File: config.mk
export PLATFORM = sky130hd
export DESIGN_NAME = lpw_ctrl
export DESIGN_NICKNAME = d
export VERILOG_FILES = /design/src/core/lpw_pkg.sv /design/src/core/lpw_ctrl.sv
export SDC_FILE = /design/constraint.sdc
export NUM_CORES = 1
export LEC_CHECK = 0
export BUFFER_PORTS_ARGS = -buffer_cell sky130_fd_sc_hd__buf_4
export CAP_MARGIN = 20
export CORE_MARGIN = 2
export CORE_UTILIZATION = 44
export DETAILED_ROUTE_END_ITERATION = 8
export PLACE_DENSITY = 0.76
export REMOVE_ABC_BUFFERS = 1
export SLEW_MARGIN = 0
export SYNTH_ARGS = -nofsm -noshare
export SYNTH_HDL_FRONTEND = slang
export SYNTH_SLANG_ARGS = --single-unit
export TNS_END_PERCENT = 30
File: constraint.sdc
create_clock -name clock -period 8 [get_ports clock]
set_input_delay 0.4 -clock clock [delete_from_list [all_inputs] [get_ports clock]]
set_output_delay 0.4 -clock clock [all_outputs]
set_load 0.03 [all_outputs]
File: src/core/lpw_pkg.sv
// constants for the low-power mode and wake controller
package lpw_pkg;
  localparam int unsigned CLK_HZ = 40000000;
  localparam int unsigned STOP_WAKE_NS = 3500;
  localparam int unsigned STBY_EXIT_NS = 60000;
  // longest times round down
  localparam int unsigned STOP_WAKE_CYC = STOP_WAKE_NS / 25;
  localparam int unsigned STBY_EXIT_CYC = STBY_EXIT_NS / 25;
  localparam int unsigned CORE_RST_CYC = 16;
  localparam int unsigned NUM_BKP = 5;
  localparam int unsigned BKP_W = 32;
  localparam int unsigned NUM_WAKE_PINS = 3;
  localparam int unsigned EVT_W = 29;
  localparam int unsigned CNT_W = 12;
  localparam logic [31:0] BKP_RST = 32'h00000000;
  // wake source bits in status
  localparam int unsigned SRC_W = 5;
  localparam logic [4:0] SRC_EVT = 5'h01;
  localparam logic [4:0] SRC_PIN = 5'h02;
  localparam logic [4:0] SRC_RTC = 5'h04;
  localparam logic [4:0] SRC_WDG = 5'h08;
  localparam logic [4:0] SRC_RST = 5'h10;
  typedef enum logic [2:0] {
    ST_RUN = 3'b000,
    ST_STOP = 3'b001,
    ST_STOP_WAKE = 3'b010,
    ST_STBY = 3'b011,
    ST_STBY_EXIT = 3'b100,
    ST_CORE_RST = 3'b101
  } lpw_state_t;
endpackage

File: src/core/lpw_ctrl.sv
// low-power mode entry/exit and wake controller with backup registers
// Behaviour
// [RULE_01] stop keeps ram and registers, lowest power
// [RULE_02] stop gates clocks and fast oscillators
// [RULE_03] peripheral may re-enable hsi in stop
// [RULE_04] regulator low-power, not off, in stop
// [RULE_05] event line wakes stop, core within 3.5us
// [RULE_06] gpio or supply detector feed event lines
// [RULE_07] comparators wake only with reference on
// [RULE_08] serial, i2c, lp timer events wake stop
// [RULE_09] standby powers off regulator and fast oscillators
// [RULE_10] standby with rtc keeps a slow oscillator
// [RULE_11] standby loses core state except always-on
// [RULE_12] standby with rtc exit sources listed
// [RULE_13] standby exit completes within 60us
// [RULE_14] standby without rtc stops every oscillator
// [RULE_15] standby without rtc: reset or wake pin
// [RULE_16] entry never halts rtc or watchdog clocks; here lsi and lse stop in stop and standby when rtc_enable is low, lsi also when rtc_use_lse is high
// [RULE_17] five 32-bit backup registers
// [RULE_18] backup survives system reset and standby
// [RULE_19] rtc and backup powered in all modes
// [RULE_20] rtc alarms, wakeup, tamper, timestamp wake
// [RULE_21] standby exit restarts core via reset
`timescale 1ns/10ps
module lpw_ctrl #(
  parameter int unsigned NUM_BKP = lpw_pkg::NUM_BKP,
  parameter int unsigned BKP_W = lpw_pkg::BKP_W,
  parameter int unsigned STBY_EXIT_CYC = lpw_pkg::STBY_EXIT_CYC
) (
  input wire logic clock,
  input wire logic external_reset_pin,
  input wire logic enter_stop,
  input wire logic enter_standby,
  input wire logic rtc_enable,
  input wire logic rtc_use_lse,
  input wire logic vref_on,
  input wire logic [15:0] gpio_event,
  input wire logic supply_level_detector,
  input wire logic comp1_event,
  input wire logic comp2_event,
  input wire logic usart_wake,
  input wire logic i2c_wake,
  input wire logic lowpower_serial_port_wake,
  input wire logic lowpower_timer_wake,
  input wire logic hsi_request,
  input wire logic [2:0] wake_pin,
  input wire logic external_reset_pin_n,
  input wire logic independent_watchdog_reset,
  input wire logic rtc_alarm_a,
  input wire logic rtc_alarm_b,
  input wire logic rtc_periodic,
  input wire logic rtc_tamper,
  input wire logic rtc_timestamp,
  input wire logic bkp_we,
  input wire logic [2:0] bkp_sel,
  input wire logic [31:0] bkp_wdata,
  output logic [31:0] bkp_rdata,
  output logic core_clk_en,
  output logic pll_en,
  output logic msi_en,
  output logic hsi_en,
  output logic hse_en,
  output logic lsi_en,
  output logic lse_en,
  output logic reg_low_power,
  output logic reg_on,
  output logic core_reset_n,
  output logic cpu_wake,
  output logic in_stop,
  output logic in_standby,
  output logic [4:0] wake_source
);

  //////////////////////////////////////////////////////////////////////////
  // two-flop synchronisers for pins and asynchronous wake sources
  localparam int unsigned SW = 21;
  logic [SW-1:0] raw;
  logic [SW-1:0] s1;
  logic [SW-1:0] s2;
  logic [SW-1:0] next_s1;
  logic [SW-1:0] next_s2;
  logic [2:0] pin_prev;
  logic [2:0] next_pin_prev;

  assign raw = {gpio_event, wake_pin, ~external_reset_pin_n,
                independent_watchdog_reset};

  always_comb begin
    next_s1 = raw;
    next_s2 = s1;
    next_pin_prev = s2[4:2];
    if (!external_reset_pin) begin
      next_s1 = '0;
      next_s2 = '0;
      next_pin_prev = '0;
    end
  end

  always_ff @(posedge clock) begin
    s1 <= next_s1;
    s2 <= next_s2;
    pin_prev <= next_pin_prev;
  end

  // other event sources come from on-chip logic on this clock
  logic ev_line;
  logic pin_rise;
  logic rtc_ev;
  logic stop_wake;
  logic stby_wake;
  logic [4:0] src_now;

  always_comb begin
    // gpio or supply detector drive event lines, see [RULE_06]
    ev_line = (|s2[20:5]) | supply_level_detector;
    // comparators gated by the reference, see [RULE_07]
    ev_line = ev_line | (vref_on & (comp1_event | comp2_event));
    // serial and timer wake events, see [RULE_08]
    ev_line = ev_line | usart_wake | i2c_wake
              | lowpower_serial_port_wake | lowpower_timer_wake;
    pin_rise = |(s2[4:2] & ~pin_prev);
    // rtc alarm, periodic, tamper, timestamp, see [RULE_20]
    rtc_ev = rtc_alarm_a | rtc_alarm_b | rtc_periodic
             | rtc_tamper | rtc_timestamp;
    stop_wake = ev_line | rtc_ev; // see [RULE_05]
    // rtc sources count only with rtc active, see [RULE_12] [RULE_15]
    stby_wake = pin_rise | s2[1] | s2[0] | (rtc_enable & rtc_ev);
    src_now = '0;
    if (ev_line) src_now = src_now | lpw_pkg::SRC_EVT;
    if (pin_rise) src_now = src_now | lpw_pkg::SRC_PIN;
    if (rtc_ev) src_now = src_now | lpw_pkg::SRC_RTC;
    if (s2[0]) src_now = src_now | lpw_pkg::SRC_WDG;
    if (s2[1]) src_now = src_now | lpw_pkg::SRC_RST;
  end

  //////////////////////////////////////////////////////////////////////////
  // mode state machine
  lpw_pkg::lpw_state_t state;
  lpw_pkg::lpw_state_t next_state;
  logic [lpw_pkg::CNT_W-1:0] cnt;
  logic [lpw_pkg::CNT_W-1:0] next_cnt;
  logic [4:0] next_wake_source;

  always_comb begin
    next_state = state;
    next_cnt = cnt;
    next_wake_source = wake_source;
    case (state)
      lpw_pkg::ST_RUN: begin
        if (enter_standby) begin
          next_state = lpw_pkg::ST_STBY;
        end else if (enter_stop) begin
          next_state = lpw_pkg::ST_STOP;
        end
      end
      lpw_pkg::ST_STOP: begin
        if (s2[1] | s2[0]) begin
          // a reset in stop restarts the core like a standby exit
          next_state = lpw_pkg::ST_CORE_RST;
          next_cnt = lpw_pkg::CNT_W'(lpw_pkg::CORE_RST_CYC - 1);
          next_wake_source = src_now;
        end else if (stop_wake) begin // see [RULE_05]
          next_state = lpw_pkg::ST_STOP_WAKE;
          next_cnt = lpw_pkg::CNT_W'(lpw_pkg::STOP_WAKE_CYC - 1);
          next_wake_source = src_now;
        end
      end
      lpw_pkg::ST_STOP_WAKE: begin
        // clocks restart; core wakes when the count runs out
        if (cnt == '0) begin
          next_state = lpw_pkg::ST_RUN;
        end else begin
          next_cnt = cnt - 1'b1;
        end
      end
      lpw_pkg::ST_STBY: begin
        if (stby_wake) begin // see [RULE_12] [RULE_15]
          next_state = lpw_pkg::ST_STBY_EXIT;
          next_cnt = lpw_pkg::CNT_W'(STBY_EXIT_CYC - lpw_pkg::CORE_RST_CYC
                                     - 2);
          next_wake_source = src_now;
        end
      end
      lpw_pkg::ST_STBY_EXIT: begin
        // regulator ramps up, then core reset, all inside 60us, see [RULE_13]
        if (cnt == '0) begin
          next_state = lpw_pkg::ST_CORE_RST;
          next_cnt = lpw_pkg::CNT_W'(lpw_pkg::CORE_RST_CYC - 1);
        end else begin
          next_cnt = cnt - 1'b1;
        end
      end
      lpw_pkg::ST_CORE_RST: begin
        if (cnt == '0) begin
          next_state = lpw_pkg::ST_RUN; // see [RULE_21]
        end else begin
          next_cnt = cnt - 1'b1;
        end
      end
      default: begin
        next_state = lpw_pkg::ST_RUN;
      end
    endcase
    if (!external_reset_pin) begin
      next_state = lpw_pkg::ST_RUN;
      next_cnt = '0;
      next_wake_source = '0;
    end
  end

  always_ff @(posedge clock) begin
    state <= next_state;
    cnt <= next_cnt;
    wake_source <= next_wake_source;
  end

  //////////////////////////////////////////////////////////////////////////
  // power and clock controls, registered
  logic next_core_clk_en;
  logic next_fast_en;
  logic next_hsi_en;
  logic next_lsi_en;
  logic next_lse_en;
  logic next_reg_low_power;
  logic next_reg_on;
  logic next_core_reset_n;
  logic next_cpu_wake;
  logic stop_like;
  logic stby_like;

  always_comb begin
    stop_like = (state == lpw_pkg::ST_STOP);
    stby_like = (state == lpw_pkg::ST_STBY)
                | (state == lpw_pkg::ST_STBY_EXIT);
    // core state held in stop since supply stays up, see [RULE_01]
    next_core_clk_en = ~stop_like & ~stby_like; // see [RULE_02]
    next_fast_en = ~stop_like & ~stby_like; // see [RULE_02] [RULE_09]
    // wake-capable peripheral may ask for hsi in stop, see [RULE_03]
    next_hsi_en = next_fast_en | (stop_like & hsi_request);
    // only the slow oscillator the rtc uses keeps running for an active rtc, see [RULE_10]
    // [RULE_16]
    if (stby_like | stop_like) begin
      next_lse_en = rtc_enable & rtc_use_lse; // see [RULE_14]
      next_lsi_en = rtc_enable & ~rtc_use_lse;
    end else begin
      next_lse_en = rtc_use_lse;
      next_lsi_en = 1'b1;
    end
    next_reg_low_power = stop_like; // see [RULE_04]
    next_reg_on = (state != lpw_pkg::ST_STBY); // see [RULE_09]
    // core held in reset while unpowered and after, see [RULE_11] [RULE_21]
    next_core_reset_n = ~stby_like & (state != lpw_pkg::ST_CORE_RST);
    next_cpu_wake = (state == lpw_pkg::ST_STOP_WAKE) & (cnt == '0);
    if (!external_reset_pin) begin
      next_core_clk_en = 1'b1;
      next_fast_en = 1'b1;
      next_hsi_en = 1'b1;
      next_lsi_en = 1'b1;
      next_lse_en = 1'b0;
      next_reg_low_power = 1'b0;
      next_reg_on = 1'b1;
      next_core_reset_n = 1'b0;
      next_cpu_wake = 1'b0;
    end
  end

  always_ff @(posedge clock) begin
    core_clk_en <= next_core_clk_en;
    pll_en <= next_fast_en;
    msi_en <= next_fast_en;
    hse_en <= next_fast_en;
    hsi_en <= next_hsi_en;
    lsi_en <= next_lsi_en;
    lse_en <= next_lse_en;
    reg_low_power <= next_reg_low_power;
    reg_on <= next_reg_on;
    core_reset_n <= next_core_reset_n;
    cpu_wake <= next_cpu_wake;
    in_stop <= stop_like & external_reset_pin;
    in_standby <= stby_like & external_reset_pin;
  end

  //////////////////////////////////////////////////////////////////////////
  // backup registers: always-on, untouched by external_reset_pin, see [RULE_17] [RULE_18]
  // writes only while the core is up; contents powered always, see [RULE_19]
  logic [BKP_W-1:0] bkp [NUM_BKP];
  logic [31:0] next_bkp_rdata;

  generate
    for (genvar i = 0; i < NUM_BKP; i++) begin : g_bkp
      logic [BKP_W-1:0] next_word;
      always_comb begin
        next_word = bkp[i];
        if (bkp_we && core_reset_n && (bkp_sel == 3'(i))) begin
          next_word = bkp_wdata[BKP_W-1:0];
        end
      end
      always_ff @(posedge clock) begin
        bkp[i] <= next_word;
      end
    end
  endgenerate

  always_comb begin
    next_bkp_rdata = lpw_pkg::BKP_RST;
    if (32'(bkp_sel) < NUM_BKP) begin
      next_bkp_rdata = 32'(bkp[bkp_sel]);
    end
  end

  always_ff @(posedge clock) begin
    bkp_rdata <= next_bkp_rdata;
  end

endmodule // lpw_ctrl

Word level (Yosys, flattened, before mapping)
Memory sizes are Yosys's and may differ from the RTL's. A register that Yosys moved wholly into a read port is not among the register bits.
Cells that the tools add are included.
- $add $sub $neg: 1
- magnitude comparators: 1
- equality and inequality tests: 22
- muxes and demuxes: 41
- bitwise logic cells: 35
- reductions and logical operators: 23
- operators by type and width (kind ; count):
    $mux 32 ; 9
    $reduce_or 32->1 ; 4
    $mux 12 ; 5
    $pmux 12 s4 ; 1
    $mux 3 ; 12
    $mux 5 ; 4
    $or 1x1->1 ; 19
    $reduce_or 16->1 ; 1
    $pmux 3 s5 ; 1
    $eq 3x2->1 const B ; 4
    $logic_not 12->1 ; 1
    $sub 12x1->12 const B ; 1
    $and 1x1->1 ; 10
    $pmux 5 s2 ; 1
    $eq 3x3->1 const B ; 3
    $eq 3x1->1 const B ; 2
    $logic_and 1x1->1 ; 6
    $logic_not 3->1 ; 2
    $mux 1 ; 6
    $ne 2x2->1 const B ; 3
    $ne 3x2->1 const B ; 2
    $ne 3x3->1 const B ; 2
    $ne 1x1->1 const B ; 5
    $reduce_and 5->1 ; 1
    15 further kinds ; 18
- register bits: 75
- memory bits (writable): 160
- bits of input ports: 77
- memories kept: 1
- memories (name ; depth ; bits a word ; rd ports ; clocked after Yosys merged registers in ; wr ports ; line ; text):
    bkp ; 5 ; 32 ; 1 ; 1 ; 1 ; lpw_ctrl.sv:286 ; logic [BKP_W-1:0] bkp [NUM_BKP];

Logic depth before layout (Yosys ltp)
Gate-level depths: netlist of the first run.
- depth after elaboration: 15
- depth in mapped cells: 8

Worst setup path after synthesis of the first run
OpenSTA, ideal clock, no wires.
- path kind: input to register
- from: input bkp_sel[0]
- to: memory bkp[0][0], enable pin
- library setup time: 0.501 ns
- arrival time: 4.170 ns
- data required time: 7.499 ns
- setup slack: 3.329 ns
- cell stages on the path: 3
- path buffers: 2
- cells stage by stage: clkbuf_1 > clkbuf_1 > nor4_1
- cells in the longest elaborated chain, start to end: 8
- elaborated cells between the ends (all ways): 27
- classes of those cells: eq/ne: 9; mux: 8; reduce/logical: 10
- ends and longest elaborated chain (item ; line ; text):
    start: declaration ; lpw_ctrl.sv:55 ; input wire logic [2:0] bkp_sel,
    $eq 3x1->1 ; lpw_ctrl.sv:294 ; if (bkp_we && core_reset_n && (bkp_sel == 3'(i))) begin
    $logic_and 1x1->1 ; lpw_ctrl.sv:294 ;
    $ne 1x1->1 (no source line) ; n/a ;
    $reduce_or 32->1 (no source line) ; n/a ;
    $mux 3 (no source line) or $mux 1 (tied branches) (4 in a row) ; n/a ;
    end: declaration ; lpw_ctrl.sv:286 ;
Several ways; a longest one is shown, not always the timed one.

Worst setup path after layout of the first run
- from: register cnt[0] (netlist name)
- to: register cnt[2] (netlist name)
- cells in the longest elaborated chain, start to end: 3
- elaborated cells between the ends (all ways): 7
- classes of those cells: add/sub: 1; eq/ne: 1; mux: 3; reduce/logical: 2
- ends and longest elaborated chain (item ; line ; text):
    start: declaration ; lpw_ctrl.sv:140 ; logic [lpw_pkg::CNT_W-1:0] cnt;
    start signal: assignment ; lpw_ctrl.sv:213 ; cnt <= next_cnt;
    $sub 12x1->12 or $logic_not 12->1 (tied branches) ; n/a ;
    $mux 12 (tied with other cells) ; lpw_ctrl.sv:170, lpw_ctrl.sv:194 ;
    $pmux 12 s4 or $reduce_and 4->1 (tied branches) ; n/a ;
Several ways; a longest one is shown, not always the timed one. The select of a mux whose other input is x is not followed.
A chain may end at the register's enable or synchronous reset.

==> results.yml, run 1 <==
run_status:
  outcome: "finished, final reports clean"
setup_path:
  cp.required_ns: 8.46
  crit_path_end_kind: "flip-flop"
  path_max_fanout: 12
  r2r-end: "cnt[2]$_SDFFE_PN0P_"
  start_kind: "flip-flop"
  reg2reg_slack_ns: 5.52
  critPathBufInv: 1
  max_stage_delay_ns: 0.51
  crit_cells: 7
  cp.arrival_ns: 2.94
  crit_family: "compound AO/OA/AOI/OAI gates"
  reg2reg_from: "cnt[0]$_SDFFE_PN0P_"
  path_cells: "inv_1 -> ha_1 -> or3b_2 -> nor4_1 -> o22ai_1 -> a2111oi_0 -> o221a_1"
  worstRegToRegCells: 7
  crit_slowest_cell: "a2111oi_0"
  crit_type: "reg2reg"
cells_and_area:
  design_area_sq_mm: 0.01169
  seqCellArea_sq_mm: 0.006947
  fill_cells: 1684
  final_cells: 1069
  n_antenna_cell: 0
  syn_to_final_growth_pct: 22.59
  final_nets: 851
  multi_input_area_sq_mm: 0.002331
  drive_above_1_share_pct: 27.46
sta:
  worst_pin_slew_ns: 1.060
  finalSetupViolations: 0
  max_freq_mhz: 402.7
  hold_viol_final: 0
  drv_slew: 0
  fin_crit_sh_pct: 31.04
  post-route-min-period_ns: 2.483
  setup_ws_ns: 5.517
  setup_tns_ns: 0
  slew_headroom_pct: 29.17
  rsz0062_at_grt: "no"
  fin_skew_ns: 0.02260
drt:
  wire_per_inst_um: 16.82
  dr.pass1.iters: 5
  ant_nets: 0
  routed_wirelength_mm: 17.98
  first_iter_violations: 400
  via_per_inst: 5.222
  drc: 0
  vias: 5582
floorplan:
  io_pins: 127
  core_sq_mm: 0.02115
  die_y_um: 151.2
  initial_utilization_pct: 45.08
  std_cell_rows: 53
  dieArea_sq_mm: 0.02287
  fp.dieW_um: 151.2
clocking:
  cts_sinks: 267
  clock_latency_ns: 0.53
  cts_tree: "yes"
  cts-htree-levels: 1
  cts.path.max_buffers: 3
  cts-root-buf: "clkbuf_16"
  cts_setup_buffers: 0
  holdBufCountCts: 0
  cts_resized: 0
  cts_made_buffers: 28
  clk_pin_slew_worst_paths_ns: 0.06
worst_hold_path:
  worstHoldStart: "external_reset_pin_n"
  hold_class: "in2reg"
  hold_end: "s1[1]$_SDFF_PN0_"
  hold-path-cell-count: 2
yosys:
  synth_area_leaders: "edfxtp_1 50%, dfxtp_1 22%, mux4_2 7.6%"
  synthDistinctLibCells: 55
  yosysWarningCount: 0
  synth_top_flop_cell: "edfxtp_1"
  synth_edf_count: 160
  synthCells: 645
  synth_top_area_share_pct: 50.38
  async_reset_ff_share_pct: 0
  syn_area_sq_mm: 0.009537
  ys_ff_latch: 267
  synthTopCellsByCount: "160 x edfxtp_1, 107 x dfxtp_1, 56 x nand2_1, 45 x and2_1, 41 x o21ai_0"
  ys_seq_area_share_pct: 72.84
  yosys.area.top_type: "edfxtp_1"
  synth_most_common_cell: "edfxtp_1"
  syn_avg_cell_area_sq_um: 14.79
placement:
  postPlaceCellArea_sq_mm: 0.01075
  dp_cells: 1017
  place_congestion: 0.9132
  dp_hpwl_mm: 10.99
  pre_cts_slack_ns: 5.221
  port_buffers: 126
pwr:
  p_int_mw: 2.569
  max-vdd-ir-drop_mv: 0.2364
  leakage_nw: 4.317
  p_clk_share_pct: 36.7
  pwr-share-seq_pct: 45.7
  total_power_mw: 3.506
  p_switching_mw: 0.9369
  pwr-share-comb_pct: 17.6
  pwr_density_cell_mw_per_mm2: 299.9
  p_sw_share_pct: 26.73
global_routing:
  grt_pass1_vias: 5583
  grt_max_degree: 69
  grt_usage_pct: 15.72
  gr-total-overflow: 0
  grt_pass1_wl_mm: 28.31
  antenna_found_initial: 1
run:
  drv_cap: 0
## placed cells by master (no fill, tap or decap), types with 3 or more instances in the layout
| cell | count |
|---|---|
| clkinvlp_4 | 5 |
| nand4_1 | 3 |
| and2_1 | 45 |
| clkinv_1 | 5 |
| o32ai_1 | 4 |
| nor4_1 | 9 |
| clkbuf_16 | 29 |
| nand2b_1 | 5 |
| a31oi_1 | 5 |
| mux4_2 | 32 |
| dfxtp_1 | 107 |
| a21oi_1 | 9 |
| a2111oi_0 | 5 |
| bufinv_16 | 3 |
| nand3_1 | 3 |
| inv_1 | 39 |
| nor2_1 | 16 |
| edfxtp_1 | 160 |
| o22ai_1 | 4 |
| a311oi_1 | 4 |
| o21a_1 | 3 |
| or4_1 | 3 |
| o21ai_0 | 41 |
| clkbuf_1 | 7 |
| buf_4 | 130 |
| nor3_1 | 14 |
| mux2i_1 | 3 |
| nand2_1 | 56 |
## layout make-up
class	count	share of cell area [%]
Tap cell	275	2.943
Clock buffer	38	6.667
Clock inverter	14	1.402
Sequential cell	267	59.42
Timing Repair Buffer	130	8.348
Inverter	40	1.284
Multi-Input combinational cell	305	19.94
## cell families after synthesis
| logic type | share of synthesized area [%] |
|---|---|
| flops | 72.84 |
| buf+inv | 3.083 |
| mux | 7.872 |
| xor+xnor | 0.09186 |
| simple gates | 9.945 |
| compound gates | 5.904 |
| fa+ha+maj | 0.2624 |
## power groups by stage
| stage | logic, mW | clock network, mW | registers, mW |
|---|---|---|---|
| floorplan | 0.335 | 0 | 1.69 |
| global placement | 0.596 | 0 | 1.63 |
| detailed placement | 0.607 | 0 | 1.63 |
| CTS | 0.610 | 1.31 | 1.60 |
| global route | 0.667 | 1.37 | 1.62 |
| finish | 0.615 | 1.29 | 1.60 |
## layer usage
metal  vias up  global-route usage (%)  wire length, um
met1      2693                   20.60             7448
met2       217                   26.88             8856
met4         2                   3.925              341
met5         -                       0               12
li1       2636                       -                -
met3        34                   3.253             1323
## worst max path at each step
stage | start | endpoint | slack, ns
floorplan | bkp_sel[0] | bkp[4][0]$_DFFE_PP_ | 3.79
global route | cnt[0]$_SDFFE_PN0P_ | cnt[2]$_SDFFE_PN0P_ | 5.26
finish | cnt[0]$_SDFFE_PN0P_ | cnt[2]$_SDFFE_PN0P_ | 5.52
CTS | cnt[0]$_SDFFE_PN0P_ | cnt[8]$_SDFFE_PN0P_ | 5.52
global placement | bkp_sel[0] | bkp[4][26]$_DFFE_PP_ | 5.24
detailed placement | bkp_sel[0] | bkp[4][1]$_DFFE_PP_ | 5.22
## metrics by stage
stage,util [%],hold WS (ns)
global placement,50.81,0.4143
CTS,55.27,0.01594
detailed placement,50.81,0.4177
floorplan,-,0.4118
global route,55.27,0.01714
finish,55.27,0.03498
## worst register-to-register path: stages (launching register included)
cell and delay (ns):
dfxtp_1 0.35, inv_1 0.11, ha_1 0.18, or3b_2 0.46, nor4_1 0.24, o22ai_1 0.33, a2111oi_0 0.51, o221a_1 0.23
## flip-flops by register name, summed over array words and instances (netlist names), 3 cells and up
signal	count
wake_source	5
s2	21
bkp_rdata	32
bkp	160
pin_prev	3
state	3
cnt	12
s1	21
Power figures use the tool's default switching activity.
==> inputs of run 2 (changes only) <==
--- a/config.mk
+++ b/config.mk
@@ -10,7 +10,7 @@
 export CORE_MARGIN = 2
 export CORE_UTILIZATION = 44
 export DETAILED_ROUTE_END_ITERATION = 8
-export PLACE_DENSITY = 0.76
+export PLACE_DENSITY = 0.78
 export REMOVE_ABC_BUFFERS = 1
 export SLEW_MARGIN = 0
 export SYNTH_ARGS = -nofsm -noshare
==> constraint.sdc (replaced) <==
create_clock -name clock -period 2.2 [get_ports clock]
set_input_delay 0.11 -clock clock [delete_from_list [all_inputs] [get_ports clock]]
set_output_delay 0.11 -clock clock [all_outputs]
set_load 0.03 [all_outputs]
==> run 2 against run 1 <==
Non-clock buffer count is 100 higher. Sequential share of layout area decreased by 4.9 points. Wire length grew 10%. Flip-flop and latch count did not move. Final area increased by 9.1%. Largest cell class unchanged. Largest power group unchanged. Combinational power increased to 5.3 times the previous value. Critical path depth shrank 2. Cell count is 9.3% higher. Die area stayed put. Fmax grew 14%. Sequential power rose to 3.6 times the previous value.
==> results.yml, run 2 (synthesis results as in run 1) <==
run_status:
  outcome: "finished, final reports clean"
sta:
  slew_headroom_pct: 52.12
  post-route-min-period_ns: 2.182
  hold_viol_final: 0
  fin_skew_ns: 0.01113
  fin_crit_sh_pct: 99.18
  drv_slew: 0
  max_freq_mhz: 458.3
  finalSetupViolations: 0
  rsz0062_at_grt: "yes"
  worst_pin_slew_ns: 0.7182
  setup_ws_ns: 0.01813
setup_path:
  worstRegToRegCells: 5
  crit_path_end_kind: "flip-flop"
  cp.required_ns: 2.67
  reg2reg_slack_ns: 0.02
  r2r-end: "state[0]$_SDFFE_PN0P_"
  crit_type: "reg2reg"
  path_max_fanout: 3
  start_kind: "flip-flop"
  critPathBufInv: 0
  cpMostUsedCell: "or4_4"
  max_stage_delay_ns: 0.57
  cp.arrival_ns: 2.65
  crit_family: "simple AND/OR/NAND/NOR gates"
  reg2reg_from: "cnt[6]$_SDFFE_PN0P_"
  path_cells: "or4_4 -> or4_4 -> and2_4 -> or4_1 -> a21oi_1"
  crit_slowest_cell: "or4_4"
cells_and_area:
  largest_register: "bkp"
  drive_above_1_share_pct: 30.53
  design_area_sq_mm: 0.01275
  largest_register_ffs: 160
  final_common_cell: "buf_4"
  final_nets: 950
  fill_cells: 1537
  largestRegisters: "bkp x160, bkp_rdata x32"
  postLayoutCoreUtil_pct: 60.27
  layout_common_cells: "165 x buf_4, 160 x edfxtp_1, 107 x dfxtp_1"
  syn_to_final_growth_pct: 33.69
floorplan:
  die_y_um: 151.2
  dieArea_sq_mm: 0.02287
  std_cell_rows: 53
  fp.dieW_um: 151.2
  io_pins: 127
  initial_utilization_pct: 45.08
  core_sq_mm: 0.02115
drt:
  ant_nets: 0
  first_iter_violations: 345
  via_per_inst: 5.071
  routed_wirelength_mm: 19.79
  drc: 0
  vias: 5923
  wire_per_inst_um: 16.95
  dr.pass1.iters: 5
global_routing:
  gr-total-overflow: 0
  antenna_found_initial: 2
  grt_usage_pct: 17.21
  grt_pass1_vias: 6083
  grt_max_degree: 68
  grt_pass1_wl_mm: 30.60
placement:
  place_congestion: 0.8765
  port_buffers: 126
  postPlaceCellArea_sq_mm: 0.01112
  pre_cts_slack_ns: -0.1355
  dp_hpwl_mm: 11.87
clocking:
  cts_tree: "yes"
  cts-htree-levels: 1
  clock_latency_ns: 0.53
  cts-root-buf: "clkbuf_16"
  cts_made_buffers: 27
  cts_sinks: 267
  cts.path.max_buffers: 3
  clk_pin_slew_worst_paths_ns: 0.07
worst_hold_path:
  hold-path-cell-count: 4
  hold_class: "in2reg"
  worstHoldStart: "rtc_timestamp"
  hold_end: "wake_source[2]$_SDFFE_PN0P_"
pwr:
  total_power_mw: 13.59
  pwr_density_cell_mw_per_mm2: 1066
  leakage_nw: 4.816
  max-vdd-ir-drop_mv: 0.8513
run:
  drv_cap: 0
run 2: cell types whose count changed in the layout (fill, tap and decap cells not counted), moves of 3 or more:
cell           before  now
a2111oi_0           5    0
buf_12              0    6
buf_4             130  165
clkbuf_1            7    3
clkinv_2            1    6
clkinvlp_4          5    0
dlygate4sd3_1       0   59
nor4_1              9    5
nor4_4              0    3
run 2: worst max-delay path by stage:
stage	from	end	slack [ns]	cells past startpoint
2_1_floorplan	core_reset_n$_SDFF_PN0_	bkp[0][0]$_DFFE_PP_	-2.00	2
3_3_place_gp	cnt[0]$_SDFFE_PN0P_	cnt[2]$_SDFFE_PN0P_	-0.11	7
3_5_place_dp	cnt[0]$_SDFFE_PN0P_	cnt[2]$_SDFFE_PN0P_	-0.14	7
4_1_cts	cnt[4]$_SDFFE_PN0P_	state[0]$_SDFFE_PN0P_	-0.04	5
5_1_grt	cnt[6]$_SDFFE_PN0P_	state[0]$_SDFFE_PN0P_	-0.05	6
6_report	cnt[6]$_SDFFE_PN0P_	state[0]$_SDFFE_PN0P_	0.02	5
run 2: metrics by stage:
stage | hold WS (ns) | cells | setup TNS [ns]
2_1_floorplan | 0.1719 | 612 | -145.50
6_report | 0.05922 | 1168 | 0
5_1_grt | 0.07986 | 1167 | -0.1454
4_1_cts | 0.04137 | 1165 | -0.04027
3_5_place_dp | 0.2672 | 1057 | -0.1946
3_3_place_gp | 0.2643 | 1057 | -0.1240
run 2: cell type report:
| type | count | area (sq um) | area share, % |
|---|---|---|---|
| Tap cell | 275 | 344.1 | 2.699 |
| Sequential cell | 267 | 6947 | 54.48 |
| Clock inverter | 18 | 187.7 | 1.472 |
| Inverter | 40 | 150.1 | 1.178 |
| Antenna cell | 2 | 5.005 | 0.03925 |
| Clock buffer | 31 | 711.9 | 5.584 |
| Timing Repair Buffer | 230 | 1949 | 15.29 |
| Multi-Input combinational cell | 305 | 2455 | 19.25 |
run 2: timing repair:
action | 4_1_cts | 5_1_grt
endpoints found under the setup margin | 6 | 15
resized for setup | 5 | 22
hold buffers | 59 | 0
hold endpoints to repair | 193 | 0
pin swaps | 0 | 10
buffers inserted | 0 | 1
run 2: tightest hold or removal path, delay by kind of cell:
kind / cells / cell delay (ns)
buf+inv: 1 / 0.08
compound gates: 2 / 0.23
simple gates: 1 / 0.14
run 2: per-layer routing:
metal	wire (um)	vias to the layer above	GRT usage [%]	share of wire, %
met2	10100	224	31.33	51
met4	453	0	4.393	2.3
met5	0	-	0	0
li1	-	2827	-	-
met1	7885	2838	20.80	40
met3	1360	34	3.584	6.9
run 2: where the power goes:
| group | switching (mW) | total, mW | internal [mW] |
|---|---|---|---|
| combinational | 1.74 | 3.27 | 1.53 |
| clock | 1.86 | 4.55 | 2.69 |
| sequential | 0.164 | 5.76 | 5.60 |
| total | 3.76 | 13.6 | 9.82 |
==> inputs of run 3 (changes only) <==
--- a/config.mk
+++ b/config.mk
@@ -5,6 +5,7 @@
 export SDC_FILE = /design/constraint.sdc
 export NUM_CORES = 1
 export LEC_CHECK = 0
+export ABC_AREA = 1
 export BUFFER_PORTS_ARGS = -buffer_cell sky130_fd_sc_hd__buf_4
 export CAP_MARGIN = 20
 export CORE_MARGIN = 2
==> constraint.sdc (replaced) <==
create_clock -name clock -period 1.9 [get_ports clock]
set_input_delay 0.095 -clock clock [delete_from_list [all_inputs] [get_ports clock]]
set_output_delay 0.095 -clock clock [all_outputs]
set_load 0.03 [all_outputs]
==> run 3 against run 2 <==
The run now ends with negative hold slack left. Via count up 20%. Fmax increased by 21%. Die area rose by 3.7%. First-iteration DRC count grew 42%. Critical endpoint is now lsi_en$_SDFF_PN1_. Largest cell class unchanged. Highest routed layer unchanged.
==> results.yml, run 3 <==
run_status:
  outcome: "finished, violations left"
  violations: "negative hold slack"
yosys:
  synth_area_leaders: "edfxtp_1 49%, dfxtp_1 22%, nand3_1 7.2%"
  synthCells: 893
  yosysWarningCount: 0
  synth_top_flop_cell: "edfxtp_1"
  ys_seq_area_share_pct: 70.19
  async_reset_ff_share_pct: 0
  syn_avg_cell_area_sq_um: 11.08
  synth_edf_count: 160
  syn_area_sq_mm: 0.009897
  synthDistinctLibCells: 30
  synthTopCellsByCount: "160 x edfxtp_1, 143 x nand3_1, 131 x nand2_1, 122 x inv_1, 107 x dfxtp_1"
  synth_most_common_cell: "edfxtp_1"
  synth_top_area_share_pct: 48.55
  yosys.area.top_type: "edfxtp_1"
  ys_ff_latch: 267
floorplan:
  fp.dieW_um: 154.0
  die_y_um: 154.0
  std_cell_rows: 54
  core_sq_mm: 0.02196
  io_pins: 127
  dieArea_sq_mm: 0.02371
  initial_utilization_pct: 45.07
sta:
  max_freq_mhz: 554.8
  hold_viol_final: 1
  hold_slack_ns: -0.002884
  setup_ws_ns: 0.09759
  fin_crit_sh_pct: 94.86
  drv_slew: 0
  fin_skew_ns: 0.01731
  finalSetupViolations: 0
  post-route-min-period_ns: 1.802
  worst_pin_slew_ns: 0.5027
  slew_headroom_pct: 66.45
  rsz0062_at_grt: "no"
  setup_tns_ns: 0
clocking:
  cts_sinks: 267
  cts_made_buffers: 27
  clock_latency_ns: 0.54
  clk_pin_slew_worst_paths_ns: 0.06
  cts_tree: "yes"
  cts.path.max_buffers: 3
  cts-htree-levels: 1
  cts-root-buf: "clkbuf_16"
pwr:
  p_sw_share_pct: 28.24
  p_int_mw: 10.42
  p_clk_share_pct: 34.7
  pwr-share-seq_pct: 45.9
  p_switching_mw: 4.098
  total_power_mw: 14.52
  leakage_nw: 5.383
  pwr_density_cell_mw_per_mm2: 1136
  max-vdd-ir-drop_mv: 0.7490
  pwr-share-comb_pct: 19.4
global_routing:
  grt_usage_pct: 18.75
  grt_pass1_wl_mm: 35.85
  grt_max_degree: 33
  grt_pass1_vias: 7085
  gr-total-overflow: 0
  grt_util_met2_pct: 32.95
  met1_usage_pct: 24.17
  antenna_found_initial: 1
  grt.busiest_layer: "met2"
  gr-usage-met3_pct: 3.495
cells_and_area:
  design_area_sq_mm: 0.01278
  syn_to_final_growth_pct: 29.13
  final_common_cell: "edfxtp_1"
  layout_common_cells: "160 x edfxtp_1, 153 x buf_4, 143 x nand3_1"
  fill_cells: 1696
  largest_register_ffs: 160
  drive_above_1_share_pct: 19.32
  largestRegisters: "bkp x160, bkp_rdata x32"
  largest_register: "bkp"
  final_nets: 1172
drt:
  drc: 0
  dr.pass1.iters: 5
  routed_wirelength_mm: 22.31
  first_iter_violations: 490
  ant_nets: 0
  vias: 7111
  wire_per_inst_um: 16.00
  via_per_inst: 5.101
placement:
  postPlaceCellArea_sq_mm: 0.01130
  place_congestion: 0.8081
  port_buffers: 126
  pre_cts_slack_ns: 0.1990
  dp_hpwl_mm: 14.13
setup_path:
  cpMostUsedCell: "inv_1"
  reg2reg_slack_ns: 0.1
  cp.arrival_ns: 2.22
  path_cells: "nor2_4 -> nand2_2 -> inv_2 -> nor2_1 -> inv_1 -> nand2_1 -> inv_1 -> o21ai_0 -> dlygate4sd3_1"
  critPathBufInv: 4
  cp.required_ns: 2.32
  crit_path_end_kind: "flip-flop"
  crit_type: "reg2reg"
  path_max_fanout: 5
  r2r-end: "lsi_en$_SDFF_PN1_"
  crit_slowest_cell: "dlygate4sd3_1"
  crit_family: "buffers and inverters"
  max_stage_delay_ns: 0.55
  reg2reg_from: "state[1]$_SDFFE_PN0P_"
  worstRegToRegCells: 9
  start_kind: "flip-flop"
worst_hold_path:
  hold_end: "wake_source[2]$_SDFFE_PN0P_"
  hold-path-cell-count: 4
  worstHoldStart: "rtc_timestamp"
  hold_class: "in2reg"
run:
  drv_cap: 0
[run 3: changes by cell type after synthesis, sizes merged, moves of 8 or more]
cell | before | now
a41o | 1 | 32
and2 | 46 | 2
buf | 9 | 25
inv | 39 | 125
mux4 | 32 | 0
nand2 | 56 | 134
nand3 | 3 | 145
nor2 | 18 | 62
nor4 | 10 | 2
[run 3: tightest hold or removal path: cells and delay by family]
kind                   cells  cell delay [ns]
buffers and inverters      1             0.08
AOI/OAI and AO/OA          1             0.11
and+or+nand+nor            2             0.21
[run 3: final cells by class]
cell class | instances | area, sq um | area share [%]
clock inverter | 10 | 75.07 | 0.5874
antenna | 1 | 2.502 | 0.01958
clock buffer | 39 | 783.3 | 6.129
multi-input combinational | 454 | 2313 | 18.10
sequential | 267 | 6947 | 54.36
tap | 280 | 350.3 | 2.741
inverter | 125 | 469.2 | 3.671
timing repair buffer | 218 | 1839 | 14.39
[run 3: how the worst max path moves through the flow]
stage / slack (ns) / endpoint / from / cells past startpoint
2_1_floorplan: -1.93 / bkp[4][0]$_DFFE_PP_ / bkp_sel[0] / 3
3_3_place_gp: 0.22 / bkp[1][10]$_DFFE_PP_ / core_reset_n$_SDFF_PN0_ / 4
3_5_place_dp: 0.20 / bkp[3][3]$_DFFE_PP_ / core_reset_n$_SDFF_PN0_ / 4
4_1_cts: 0.08 / lsi_en$_SDFF_PN1_ / state[0]$_SDFFE_PN0P_ / 9
5_1_grt: 0.004 / cnt[4]$_SDFFE_PN0P_ / cnt[0]$_SDFFE_PN0P_ / 11
6_report: 0.1 / lsi_en$_SDFF_PN1_ / state[1]$_SDFFE_PN0P_ / 9
[run 3: kinds of logic after synthesis]
family                   after synthesis  synth area share [%]
XOR/XNOR                               8                0.7080
adder cells (fa/ha/maj)                2                0.2528
AO/OA/AOI/OAI                         88                 6.132
AND/OR/NAND/NOR                      356                 15.95
buffers and inverters                172                 6.764
flip-flops                           267                 70.19
[run 3: power groups by stage]
stage | combinational [mW] | sequential [mW] | clock (mW)
floorplan | 1.45 | 7.06 | 0
global placement | 2.62 | 6.76 | 0
detailed placement | 2.67 | 6.77 | 0
CTS | 2.78 | 6.65 | 5.13
global route | 3.13 | 6.70 | 5.37
finish | 2.81 | 6.66 | 5.04
[run 3: layer usage]
metal | vias up | share of wire (%)
li1 | 3419 | -
met3 | 29 | 7.4
met5 | - | 0
met4 | 0 | 1.8
met2 | 279 | 50
met1 | 3384 | 41
[run 3: timing repair]
action / CTS / global route
endpoints found under the setup margin: 0 / 1
hold endpoints to repair: 214 / 0
hold buffers: 61 / 0
gates resized for setup: 0 / 1
buffers inserted: 0 / 1
[run 3: per-stage QoR]
step / utilization [%] / std cells
after detailed placement: 51.44 / 1282
after global routing: 58.20 / 1394
after CTS: 58.13 / 1392
after global placement: 51.44 / 1282
final: 58.20 / 1394
after floorplan: - / 846
